$ cat src/common/fsla_pkg.sv
// Constants, zone map, register map and carrier types for the fuse and security level logic.
package fsla_pkg;

   // ----------------------------------------------------------------
   // Address counter and zone boundaries (last bit of each zone)
   // ----------------------------------------------------------------
   localparam int ADDR_W = 11;
   typedef logic [ADDR_W-1:0] fsla_addr_t;

   localparam fsla_addr_t FAB_END = 11'h00F;
   localparam fsla_addr_t ISSUER_END = 11'h04F;
   localparam fsla_addr_t CODE_END = 11'h05F;
   localparam fsla_addr_t ATTEMPT_END = 11'h06F;
   localparam fsla_addr_t PROTECT_END = 11'h0AF;
   localparam fsla_addr_t AZ1_END = 11'h1AF;
   localparam fsla_addr_t EZ1_END = 11'h1DF;
   localparam fsla_addr_t AZ2_END = 11'h2DF;
   localparam fsla_addr_t EZ2_END = 11'h2FF;
   localparam fsla_addr_t COUNTER_END = 11'h37F;
   localparam fsla_addr_t TEST_END = 11'h38F;
   localparam fsla_addr_t MAKER_END = 11'h3FF;
   localparam fsla_addr_t AZ3_END = 11'h5FF;
   localparam fsla_addr_t EZ3_END = 11'h62F;

   // Read-enable bits: the second bit of each application zone.
   localparam fsla_addr_t AZ1_READ_BIT = 11'h0B1;
   localparam fsla_addr_t AZ2_READ_BIT = 11'h1E1;
   localparam fsla_addr_t AZ3_READ_BIT = 11'h401;

   // ----------------------------------------------------------------
   // Zones, operations and fuse encoding
   // ----------------------------------------------------------------
   typedef enum logic [3:0] {
      ZONE_FAB = 4'b0000,
      ZONE_ISSUER = 4'b0001,
      ZONE_CODE = 4'b0010,
      ZONE_ATTEMPT = 4'b0011,
      ZONE_PROTECT = 4'b0100,
      ZONE_AZ1 = 4'b0101,
      ZONE_EZ1 = 4'b0110,
      ZONE_AZ2 = 4'b0111,
      ZONE_EZ2 = 4'b1000,
      ZONE_COUNTER = 4'b1001,
      ZONE_TEST = 4'b1010,
      ZONE_MAKER = 4'b1011,
      ZONE_AZ3 = 4'b1100,
      ZONE_EZ3 = 4'b1101,
      ZONE_NONE = 4'b1110
   } fsla_zone_e;

   typedef struct packed {
      logic read;
      logic erase;
      logic write;
      logic compare;
   } fsla_op_s;

   localparam fsla_op_s OP_NONE = 4'h0;
   localparam logic FUSE_BLOWN = 1'b0;
   localparam logic FUSE_UNBLOWN = 1'b1;
   localparam logic [7:0] ERASE_LIMIT = 8'h80;
   localparam logic [7:0] COUNT_RESET = 8'h00;
   localparam logic [7:0] COUNT_STEP = 8'h01;

   // ----------------------------------------------------------------
   // Register map
   // ----------------------------------------------------------------
   typedef logic [7:0] fsla_reg_addr_t;
   typedef logic [7:0] fsla_data_t;

   localparam fsla_reg_addr_t REG_CONTROL = 8'h00;
   localparam fsla_reg_addr_t REG_STATUS = 8'h04;
   localparam fsla_reg_addr_t REG_COUNT = 8'h08;
   localparam fsla_data_t DATA_ZERO = 8'h00;

   // Control register: write 1 to blow a fuse; the counter enable fuse blows only while the issuer fuse is unblown.
   localparam int CTL_BLOW_ISSUER = 0;
   localparam int CTL_BLOW_MAKER = 1;
   localparam int CTL_BLOW_COUNT_EN = 2;

   // Status register fields.
   localparam int ST_ISSUER = 0;
   localparam int ST_MAKER = 1;
   localparam int ST_COUNT_EN = 2;
   localparam int ST_LEVEL_TWO = 3;
   localparam int ST_CODE_VALID = 4;
   localparam int ST_READ_ONE = 5;
   localparam int ST_READ_TWO = 6;
   localparam int ST_READ_THREE = 7;

   typedef struct packed {
      fsla_reg_addr_t address;
      fsla_data_t write_data;
      logic write_strobe;
      logic read_strobe;
   } fsla_bus_s;

endpackage

$ cat src/verilog/fsla_access.sv
// Fuse state, security level selection and zone permission checking.
`timescale 1ns/100ps

module fsla_access
   import fsla_pkg::*;
(
   input wire logic i_clock, // 25 MHz clock
   input wire logic i_reset_n, // Asynchronous reset, active low
   input wire fsla_pkg::fsla_bus_s i_bus, // Register bus request
   output fsla_pkg::fsla_data_t o_read_data, // Read data, cycle after strobe
   input wire logic i_personalization_pin, // Asynchronous pin, low forces level two
   input wire fsla_pkg::fsla_addr_t i_address, // Current address counter value
   input wire logic i_bit_data, // Stored value of the addressed bit
   input wire logic i_code_ok, // Pulse: security code validated
   input wire fsla_pkg::fsla_op_s i_request, // One-cycle operation request
   input wire fsla_pkg::fsla_op_s i_level_two_grant, // Level two matrix verdict
   output fsla_pkg::fsla_op_s o_perform, // Granted operation, registered
   output logic o_level_two // High while in security level two
);
   import fsla_pkg::*;

   // ----------------------------------------------------------------
   // State
   // ----------------------------------------------------------------
   typedef struct packed {
      logic issuer;
      logic maker;
      logic count_en;
      logic code_valid;
      logic read_one;
      logic read_two;
      logic read_three;
      logic pin_meta;
      logic pin_sync;
      logic [7:0] erase_count;
      fsla_op_s perform;
      fsla_data_t read_data;
   } fsla_state_s;

   localparam fsla_state_s STATE_RESET = '{
      issuer: FUSE_UNBLOWN,
      maker: FUSE_UNBLOWN,
      count_en: FUSE_UNBLOWN,
      code_valid: 1'b0,
      read_one: 1'b0,
      read_two: 1'b0,
      read_three: 1'b0,
      pin_meta: 1'b1,
      pin_sync: 1'b1,
      erase_count: COUNT_RESET,
      perform: OP_NONE,
      read_data: DATA_ZERO
   };

   fsla_state_s state;
   fsla_state_s next_state;
   fsla_zone_e zone;
   fsla_op_s allowed;
   logic level_two;
   logic maker_effective;
   logic limit_reached;

   // ----------------------------------------------------------------
   // Zone decode and level one matrix
   // ----------------------------------------------------------------
   function automatic fsla_zone_e zone_of(input fsla_addr_t a);
      fsla_zone_e z;
      if (a <= FAB_END) z = ZONE_FAB;
      else if (a <= ISSUER_END) z = ZONE_ISSUER;
      else if (a <= CODE_END) z = ZONE_CODE;
      else if (a <= ATTEMPT_END) z = ZONE_ATTEMPT;
      else if (a <= PROTECT_END) z = ZONE_PROTECT;
      else if (a <= AZ1_END) z = ZONE_AZ1;
      else if (a <= EZ1_END) z = ZONE_EZ1;
      else if (a <= AZ2_END) z = ZONE_AZ2;
      else if (a <= EZ2_END) z = ZONE_EZ2;
      else if (a <= COUNTER_END) z = ZONE_COUNTER;
      else if (a <= TEST_END) z = ZONE_TEST;
      else if (a <= MAKER_END) z = ZONE_MAKER;
      else if (a <= AZ3_END) z = ZONE_AZ3;
      else if (a <= EZ3_END) z = ZONE_EZ3;
      else z = ZONE_NONE;
      return z;
   endfunction

   // Fields in order: read, erase, write, compare.
   function automatic fsla_op_s level_one(input fsla_zone_e z, input logic sv,
         input logic r1, input logic r2, input logic r3, input logic mf);
      fsla_op_s p;
      p = OP_NONE;
      unique case (z)
         ZONE_FAB: p = '{1'b1, 1'b0, 1'b0, 1'b0};
         ZONE_TEST: p = '{1'b1, 1'b1, 1'b1, 1'b0};
         ZONE_CODE: p = '{sv, sv, sv, ~sv};
         ZONE_ATTEMPT, ZONE_COUNTER:
            p = '{1'b1, sv, 1'b1, 1'b0};
         ZONE_ISSUER, ZONE_PROTECT:
            p = '{1'b1, sv, sv, 1'b0};
         ZONE_EZ1, ZONE_EZ2, ZONE_EZ3:
            p = '{sv, sv, sv, 1'b0};
         ZONE_AZ1: p = '{sv | r1, sv, sv, 1'b0};
         ZONE_AZ2: p = '{sv | r2, sv, sv, 1'b0};
         ZONE_AZ3: p = '{sv | r3, sv, sv, 1'b0};
         ZONE_MAKER: p = '{1'b1, sv & mf, sv & mf, 1'b0};
         ZONE_NONE: p = OP_NONE;
      endcase
      return p;
   endfunction

   // ----------------------------------------------------------------
   // Combinational decisions
   // ----------------------------------------------------------------
   assign zone = zone_of(i_address);
   // The issuer fuse reads 0 when blown, so a blown issuer also disables the maker fuse.
   assign maker_effective = state.maker & state.issuer;
   assign level_two = (state.issuer == FUSE_BLOWN) | ~state.pin_sync;
   assign limit_reached = state.erase_count >= ERASE_LIMIT;
   assign o_level_two = level_two;
   assign o_perform = state.perform;
   assign o_read_data = state.read_data;

   always_comb
   begin
      allowed = level_one(zone, state.code_valid, state.read_one, state.read_two,
                          state.read_three, maker_effective);
      if (level_two)
      begin
         allowed = i_level_two_grant;
         // The counter only restricts while its enable fuse is unblown.
         if (zone == ZONE_AZ2 && state.count_en == FUSE_UNBLOWN && limit_reached)
         begin
            allowed.erase = 1'b0;
         end
      end
   end

   // ----------------------------------------------------------------
   // Next state
   // ----------------------------------------------------------------
   always_comb
   begin
      next_state = state;
      // The pin is asynchronous; only the second stage is used.
      next_state.pin_meta = i_personalization_pin;
      next_state.pin_sync = state.pin_meta;
      next_state.perform = i_request & allowed;

      if (i_code_ok)
      begin
         next_state.code_valid = 1'b1;
      end

      // Zone one and two read-enable bits are sampled when the counter passes them; the zone three flag only sets, on a 1.
      if (i_address == AZ1_READ_BIT)
      begin
         next_state.read_one = i_bit_data;
      end
      if (i_address == AZ2_READ_BIT)
      begin
         next_state.read_two = i_bit_data;
      end
      if (i_address == AZ3_READ_BIT && i_bit_data)
      begin
         next_state.read_three = 1'b1;
      end

      if (level_two && zone == ZONE_AZ2 && state.count_en == FUSE_UNBLOWN
          && i_request.erase && allowed.erase)
      begin
         next_state.erase_count = state.erase_count + COUNT_STEP;
      end

      if (i_bus.write_strobe && i_bus.address == REG_CONTROL)
      begin
         if (i_bus.write_data[CTL_BLOW_ISSUER])
         begin
            next_state.issuer = FUSE_BLOWN;
         end
         if (i_bus.write_data[CTL_BLOW_MAKER])
         begin
            next_state.maker = FUSE_BLOWN;
         end
         if (i_bus.write_data[CTL_BLOW_COUNT_EN] && state.issuer == FUSE_UNBLOWN)
         begin
            next_state.count_en = FUSE_BLOWN;
         end
      end

      next_state.read_data = DATA_ZERO;
      if (i_bus.read_strobe)
      begin
         unique case (i_bus.address)
            REG_STATUS:
            begin
               next_state.read_data[ST_ISSUER] = state.issuer;
               next_state.read_data[ST_MAKER] = maker_effective;
               next_state.read_data[ST_COUNT_EN] = state.count_en;
               next_state.read_data[ST_LEVEL_TWO] = level_two;
               next_state.read_data[ST_CODE_VALID] = state.code_valid;
               next_state.read_data[ST_READ_ONE] = state.read_one;
               next_state.read_data[ST_READ_TWO] = state.read_two;
               next_state.read_data[ST_READ_THREE] = state.read_three;
            end
            REG_COUNT: next_state.read_data = state.erase_count;
            default: next_state.read_data = DATA_ZERO;
         endcase
      end
   end

   always_ff @(posedge i_clock or negedge i_reset_n)
   begin
      if (!i_reset_n)
      begin
         state <= STATE_RESET;
      end
      else
      begin
         state <= next_state;
      end
   end
endmodule

$ cat config.mk
export PLATFORM = sky130hd
export DESIGN_NAME = fsla_access
export DESIGN_NICKNAME = d
export VERILOG_FILES = /design/src/common/fsla_pkg.sv /design/src/verilog/fsla_access.sv
export SDC_FILE = /design/constraint.sdc
export NUM_CORES = 1
export LEC_CHECK = 0
export BUFFER_PORTS_ARGS = -buffer_cell sky130_fd_sc_hd__buf_4
export CAP_MARGIN = 30
export CORE_MARGIN = 3
export CORE_UTILIZATION = 50
export CTS_BUF_LIST = sky130_fd_sc_hd__clkbuf_8
export DETAILED_ROUTE_END_ITERATION = 16
export PLACE_DENSITY = 0.75
export SLEW_MARGIN = 30
export SYNTH_ARGS = -nofsm -noshare
export SYNTH_HDL_FRONTEND = slang
export SYNTH_SLANG_ARGS = --single-unit
$ cat constraint.sdc
create_clock -name i_clock -period 4.75 [get_ports i_clock]
set_input_delay 0.95 -clock i_clock [delete_from_list [all_inputs] [get_ports i_clock]]
set_output_delay 0.95 -clock i_clock [all_outputs]
set_load 0.02 [all_outputs]
# After elaboration in Yosys (flattened, before gate mapping)
# Cells that the tools add are included.
[totals]
regBits = 29
in_bits = 42
out_inout_bits = 13
wordCells = 96
[op_classes]
n_addsub = 1
order_cmp = 15
n_eq_ne = 19
muxes = 19
bitwise_logic = 10
reduce_logical = 17
[ops]
columns = ["op", "n"]
rows = [
  ["$le 11x10->1 const B", 5],
  ["$pmux 4 s11", 1],
  ["$mux 4", 9],
  ["$le 11x7->1 const B", 3],
  ["$eq 4x4->1 const B", 7],
  ["$le 11x11->1 const B", 2],
  ["$le 11x9->1 const B", 2],
  ["$eq 4x3->1 const B", 4],
  ["$pmux 8 s2", 1],
  ["$mux 3", 4],
  ["$eq 11x11->1 const B", 1],
  ["$eq 11x8->1 const B", 1],
  ["$eq 11x9->1 const B", 1],
  ["$le 11x4->1 const B", 1],
  ["$le 11x8->1 const B", 1],
  ["$logic_and 1x1->1", 9],
  ["$add 8x1->8 const B", 1],
  ["$eq 4x2->1 const B", 2],
  ["$eq 8x3->1 const B", 1],
  ["$eq 8x4->1 const B", 1],
  ["$ge 8x8->1 const B", 1],
  ["$logic_not 8->1", 1],
  ["$mux 8", 1],
  ["$reduce_and 2->1", 3],
  ["10 further kinds", 18],
]

# Longest topological paths before layout
# Gate-level depths: netlist of the first run.
[depth]
depth_word = 21
mapped_depth = 8

# Worst setup path after synthesis of the first run
# OpenSTA, ideal clock, no wires.
[synth_path]
path_kind = "in2reg"
from = "input i_address[4]"
to = "register state (netlist bit o_perform[2])"
arrival_ns = 2.729
slack_ns = 1.901
cell_stages = 8
n_path_buf = 1
cell_sequence = "buf_2 a211o_1 o21ai_0 a32o_1 or4_4 and2_0 a311o_1 a31o_1"
[synth_lines]
columns = ["item", "line", "rtl"]
rows = [
  ["start: declaration", "fsla_access.sv:12", "input wire fsla_pkg::fsla_addr_t i_address,"],
  ["end signal: assignment", "fsla_access.sv:218", "state <= next_state;"],
  ["end: declaration", "fsla_access.sv:55", "fsla_state_s state;"],
]

# Worst setup path in the final report of the first run
[layout_path]
from = "input i_address[6]"
to = "register state[15] (netlist name)"
[layout_via]
elab_chain_len = 21
elab_cells_between_ends = 55
cone_classes = "order compare (14); eq/ne (14); mux (17); reduce/logical (10)"
[layout_rtl]
columns = ["item", "line", "rtl"]
rows = [
  ["$le 11x11->1", "fsla_access.sv:81", "else if (a <= EZ3_END) z = ZONE_EZ3;"],
  ["$mux 2", "fsla_access.sv:81", ""],
  ["$mux 2", "fsla_access.sv:80", "else if (a <= AZ3_END) z = ZONE_AZ3;"],
  ["$mux 3", "fsla_access.sv:79", "else if (a <= MAKER_END) z = ZONE_MAKER;"],
  ["$mux 3", "fsla_access.sv:78", "else if (a <= TEST_END) z = ZONE_TEST;"],
  ["$mux 3", "fsla_access.sv:77", "else if (a <= COUNTER_END) z = ZONE_COUNTER;"],
  ["$mux 3", "fsla_access.sv:76", "else if (a <= EZ2_END) z = ZONE_EZ2;"],
  ["$mux 4", "fsla_access.sv:75", "else if (a <= AZ2_END) z = ZONE_AZ2;"],
  ["$mux 4", "fsla_access.sv:74", "else if (a <= EZ1_END) z = ZONE_EZ1;"],
  ["$mux 4", "fsla_access.sv:73", "else if (a <= AZ1_END) z = ZONE_AZ1;"],
  ["$mux 4", "fsla_access.sv:72", "else if (a <= PROTECT_END) z = ZONE_PROTECT;"],
  ["$mux 4", "fsla_access.sv:71", "else if (a <= ATTEMPT_END) z = ZONE_ATTEMPT;"],
  ["$mux 4", "fsla_access.sv:70", "else if (a <= CODE_END) z = ZONE_CODE;"],
  ["$mux 4", "fsla_access.sv:69", "else if (a <= ISSUER_END) z = ZONE_ISSUER;"],
  ["$mux 4 *", "fsla_access.sv:68", "if (a <= FAB_END) z = ZONE_FAB;"],
  ["parallel branches: the longest is 5 deep, another holds $pmux 4 s11", "-", ""],
  ["$logic_and 1x1->1 *", "fsla_access.sv:168", "&& i_request.erase && allowed.erase)"],
]
# Mark *: on every way between the ends.
# A chain may end at the register's enable or synchronous reset.

==> flow_summary.toml, run 1 <==
[worst_setup_path]
startpoint_type = "input port"
cp_data_required_time_ns = 4.95
slowest_stage = "a221oi_1"
cpPeakStageDelay_ns = 0.74
cp_top_family = "compound AO/OA/AOI/OAI gates"
cp_data_arrival_time_ns = 3.01
cp.buffers_inverters = 1
path_max_fanout = 13
setup.worst_path.class = "in2reg"
critPathCaptureType = "flop"
cp_cell_sequence = "buf_4 > a31o_2 > a221oi_1 > nand4_2 > nor3_1 > xor2_1"

[finish]
drive_gt1_frac = 0.3133
layout_common_cells = "buf_4, dfrtp_1, nand2_1, inv_1, nor2b_1"
nets = 276
final_util = 0.6478
antenna_cells_inserted = 0
area_growth_pct = 20.49
layout_commonest_cell = "buf_4"

[timing]
max_freq_mhz = 356.9
period_share = 0.5899
fin_skew_ns = 0.005130
slew_viol_final = 0
finalSetupViolations = 0
worst_slack_ns = 1.948
tns_ns = 0
min_period_ns = 2.802
worst_pin_slew_ns = 0.8615
hold_viol = 0
rsz0062_at_grt = "false"
slew_headroom = 0.4244

[synthesis]
synthDistinctLibCells = 55
synth_seq_cells = 29
synth_edf_count = 0
synth_nets = 239
synth-xor-area-share = 0.03313
synth_compound_area_frac = 0.1907
synthesis.area_mm2 = 0.001851
synth-simple-area-share = 0.2495
synth_top_family_by_area = "simple AND/OR/NAND/NOR gates"
postSynthAreaPerCell_um2 = 9.490
synthArstFlopShare = 1.000
synth_adder_area_share = 0.01352
ys_seq_area_frac = 0.3955
yosys_warnings = 0
synth_cells = 195
ys_dominant_reg_cell = "dfrtp_1"
synthMuxAreaShare = 0.02366

[die]
die_y_um = 66.84
num_io_pins = 55
rows = 21
die_x_um = 66.84
core_mm2 = 0.003442
start_util = 0.5376
dieArea_mm2 = 0.004467

[clocking]
cts_setup_buffers = 0
cts_root_buf = "clkbuf_8"
clock-sinks = 29
cts_repair_resize_count = 0
clkTransAtPathRegs_ns = 0.06
cts_htree_levels = 2
cts_buffer_depth = 2
numCtsBuffers = 5
ctsHoldBuffers = 0
insertion_delay_ns = 0.28
cts_tree = "done"

[placed_design]
io_buffers = 49
dp_hpwl_um = 3185
pre_cts_ws_ns = 1.671
place_congestion = 0.8482

[power_and_ir_drop]
power.total_w = 0.0005873
powerDensity_mw_per_mm2 = 263.4
ir_drop_mv = 0.1791
p_leak_nw = 1.047

[route]
finalWirelength_um = 4142
dr.pass1.iters = 4
drt-initial-drc-count = 72
wl_per_cell_um = 14.85
vias = 1591
vias_per_cell = 5.703
ant_nets = 0
drc = 0

[grt]
grt-ovfl-total = 0
grt_use_total = 0.2030
grt_pass1_wl_um = 6755
grt_pass1_vias = 1553
grt_max_degree = 30
antenna_found_initial = 0

[status]
outcome = "finished clean"

[min_path]
hold_path.class = "reg2reg"

[flow_run]
cap_violations = 0
==> sequential cells by signal, summed over array words and instances (netlist names) <==
name / cells
next_state: 1
o_perform: 4
state: 16
o_read_data: 8
==> worst register-to-register path, stage by stage, from the launching register on <==
cell	delay [ns]
dfstp_2	0.57
nand2_1	0.19
a21oi_1	0.27
nor3b_1	0.24
o21ai_0	0.11
a221oi_1	0.26
a21oi_1	0.11
==> layer usage <==
layer / GRT usage / share of wire / vias to the layer above
met5: 0 / 0 / -
met4: 0.09898 / 0.020 / 0
met3: 0.05059 / 0.076 / 10
met2: 0.3168 / 0.47 / 57
met1: 0.2607 / 0.44 / 745
li1: - / - / 779
==> cells by family (layout without fill, tap and decap cells) <==
group / Yosys count / after routing
DFF: 29 / 29
adders and majority gates: 2 / 2
muxes: 4 / 4
and+or+nand+nor: 75 / 75
buffers and inverters: 29 / 67
xor gates and xnor gates: 7 / 7
AOI/OAI and AO/OA: 49 / 49
==> layout make-up <==
class                           instances  area (um^2)
Fill cell                             304         1212
Multi-Input combinational cell        137        944.7
Sequential cell                        29        732.0
Timing Repair Buffer                   49        367.9
Clock buffer                            6        82.58
Tap cell                               46        57.56
Inverter                               10        37.54
Clock inverter                          2        7.507
==> per-stage QoR <==
step,std cells,hold slack [ns],instance area (um^2)
after floorplan,195,0.3452,1851
after global placement,271,0.3481,2140
after detailed placement,271,0.3476,2140
after CTS,279,0.3561,2230
after global routing,279,0.3643,2230
final,279,0.3547,2230
==> report_power, final <==
part	leakage, nW	internal (W)	total (W)	switching, W
Sequential	0.365	0.000260	0.000276	0.0000158
Combinational	0.628	0.0000545	0.000112	0.0000577
Clock	0.0538	0.000113	0.000199	0.0000859
Total	1.05	0.000428	0.000587	0.000160
==> Yosys cell counts (3+ instances only) <==
cell type | n | share of area
nand2_1 | 15 | 0.030
nand3_1 | 5 | 0.014
o21ai_0 | 6 | 0.016
a21oi_1 | 6 | 0.016
and3_1 | 4 | 0.014
dfstp_2 | 5 | 0.071
nor4b_1 | 4 | 0.019
and3b_1 | 3 | 0.014
nor3_1 | 8 | 0.022
buf_2 | 4 | 0.011
o22ai_1 | 4 | 0.014
a22oi_1 | 8 | 0.032
inv_1 | 10 | 0.020
xor2_1 | 5 | 0.024
a221oi_1 | 3 | 0.014
nor3b_1 | 3 | 0.012
nor2b_1 | 10 | 0.034
nor2_1 | 6 | 0.012
mux2_2 | 3 | 0.018
buf_4 | 12 | 0.049
a21boi_0 | 3 | 0.012
dfrtp_1 | 24 | 0.32
nand2b_1 | 3 | 0.010
==> path summary, 6_finish.rpt <==
kind / cells past startpoint / to / slack [ns] / from
max: 6 / state[15] / 1.95 / i_address[6]
min: 0 / state[20] / 0.35 / next_state[20]
max reg2reg: 6 / o_perform[3] / 2.87 / state[28]
min reg2reg: 0 / state[20] / 0.35 / next_state[20]
max in group asynchronous: 1 / state[27] / 3.87 / i_reset_n
min in group asynchronous: 1 / o_read_data[7] / 0.57 / i_reset_n
(Power assumes the default switching activity.)
==> inputs of run 2 (changes only) <==
==> constraint.sdc (replaced) <==
create_clock -name i_clock -period 2.8 [get_ports i_clock]
set_input_delay 0.56 -clock i_clock [delete_from_list [all_inputs] [get_ports i_clock]]
set_output_delay 0.56 -clock i_clock [all_outputs]
set_load 0.02 [all_outputs]
==> run 2 against run 1 <==
  * Clock-buffer cell count up 1
  * Die area unchanged
  * Register-to-register slack worse by 2.0 ns
  * Clock power up 85%
  * Routed wire length up 1.5%
  * Flip-flop and latch count unchanged
  * Setup slack worse by 1.5 ns
  * Utilization up 0.98 points
  * First-iteration DRC count up 2.8%
==> flow_summary.toml, run 2 (synthesis results as in run 1) <==
[worst_setup_path]
cp_data_required_time_ns = 2.95
ff2ff_path_depth = 6
cpPeakStageDelay_ns = 0.43
cp.buffers_inverters = 1
cp_cell_sequence = "buf_4 > nor3_2 > and3b_1 > nor4_2 > nor2_4 > and3_1 > a221oi_1 > a21oi_1"
reg2reg_to = "o_perform[3]"
slowest_stage = "nor4_2"
critPathCaptureType = "flop"
cp_data_arrival_time_ns = 2.51
reg2reg_from = "state[28]"
startpoint_type = "input port"
path_max_fanout = 10
r2r_setup_slack_ns = 0.85
cp_top_family = "simple AND/OR/NAND/NOR gates"
setup.worst_path.class = "in2reg"

[clocking]
cts_buffer_depth = 2
clock-sinks = 29
insertion_delay_ns = 0.28
cts_root_buf = "clkbuf_8"
cts_htree_levels = 2
cts_tree = "done"
clkTransAtPathRegs_ns = 0.06
cts_setup_buffers = 0
numCtsBuffers = 5
cts_repair_resize_count = 0
ctsHoldBuffers = 0

[route]
wl_per_cell_um = 14.91
drt-initial-drc-count = 74
dr.pass1.iters = 5
vias = 1631
vias_per_cell = 5.784
ant_nets = 0
drc = 0
finalWirelength_um = 4206

[grt]
grt_use_total = 0.2024
grt_pass1_wl_um = 6837
grt-ovfl-total = 0
grt_pass1_vias = 1473
grt_max_degree = 30
antenna_found_initial = 0

[placed_design]
dpl-instance-area_mm2 = 0.002162
io_buffers = 49
dp.cells = 274
dp_hpwl_um = 3178
pre_cts_ws_ns = 0.1896
place_congestion = 0.8671

[timing]
period_share = 0.8432
rsz0062_at_grt = "false"
worst_slack_ns = 0.4390
tns_ns = 0
hold_viol = 0
slew_viol_final = 0
fin_skew_ns = 0.003292
finalSetupViolations = 0
worst_pin_slew_ns = 0.8049
max_freq_mhz = 423.5
slew_headroom = 0.4634
min_period_ns = 2.361

[power_and_ir_drop]
power.total_w = 0.001023
p_leak_nw = 1.063
ir_drop_mv = 0.3092
powerDensity_mw_per_mm2 = 451.8

[die]
num_io_pins = 55
die_y_um = 66.84
start_util = 0.5376
dieArea_mm2 = 0.004467
rows = 21
die_x_um = 66.84
core_mm2 = 0.003442

[status]
outcome = "finished clean"

[finish]
layout_common_cells = "buf_4, dfrtp_1, nand2_1, inv_1, nor2b_1"
layout_commonest_cell = "buf_4"
regMostFlops = "state"
fillCellCount = 287
stdcell_area_mm2 = 0.002263
regArea_um2 = 732.0
drive_gt1_frac = 0.3305
instances_no_fill = 282
antenna_cells_inserted = 0
largest_register_ffs = 16
nets = 279
multiInputGateArea_um2 = 944.7
area_growth_pct = 22.31

[flow_run]
cap_violations = 0

[min_path]
hold_path.class = "in2async"
==> run 2: cell count changes in the layout (fill, tap and decap cells not counted), sizes merged <==
cell / previous run / this run
inv: 12 / 10
buf: 49 / 52
clkinv: 0 / 1
clkbuf: 6 / 7
==> run 2: layout make-up <==
class / count / share of cell area
Tap cell: 46 / 0.02543
Sequential cell: 29 / 0.3234
Multi-Input combinational cell: 137 / 0.4174
Timing Repair Buffer: 52 / 0.1725
Inverter: 10 / 0.01658
Clock inverter: 1 / 0.002211
Clock buffer: 7 / 0.04256
==> run 2: metrics by stage <==
stage            util  hold WS, ns
2_1_floorplan       -       0.2644
3_3_place_gp   0.6281       0.3480
3_5_place_dp   0.6281       0.3490
4_1_cts        0.6576       0.1926
5_1_grt        0.6576       0.2082
6_report       0.6576       0.1930
==> run 2: where the power goes <==
group	switching [W]	total, W	internal [W]
clock	0.000147	0.000368	0.000221
sequential	0.0000256	0.000467	0.000441
combinational	0.0000962	0.000188	0.0000915
total	0.000269	0.00102	0.000754
==> run 2: how the worst max path moves through the flow <==
stage	depth (start not counted)	start	slack (ns)	endpoint
finish	8	i_address[4]	0.44	o_perform[3]
global route	8	i_address[4]	0.31	o_perform[3]
CTS	7	i_address[10]	0.48	o_perform[2]
detailed placement	7	i_address[10]	0.19	o_perform[2]
global placement	8	i_address[4]	0.17	o_perform[3]
floorplan	8	i_address[4]	0.34	o_perform[2]
==> run 2: per-layer routing <==
metal | track usage | up-vias | routed length [um]
met5 | 0 | - | 0
met1 | 0.2912 | 771 | 1891
met2 | 0.2946 | 72 | 1946
met4 | 0.07868 | 0 | 31
met3 | 0.04384 | 4 | 337
li1 | - | 784 | -
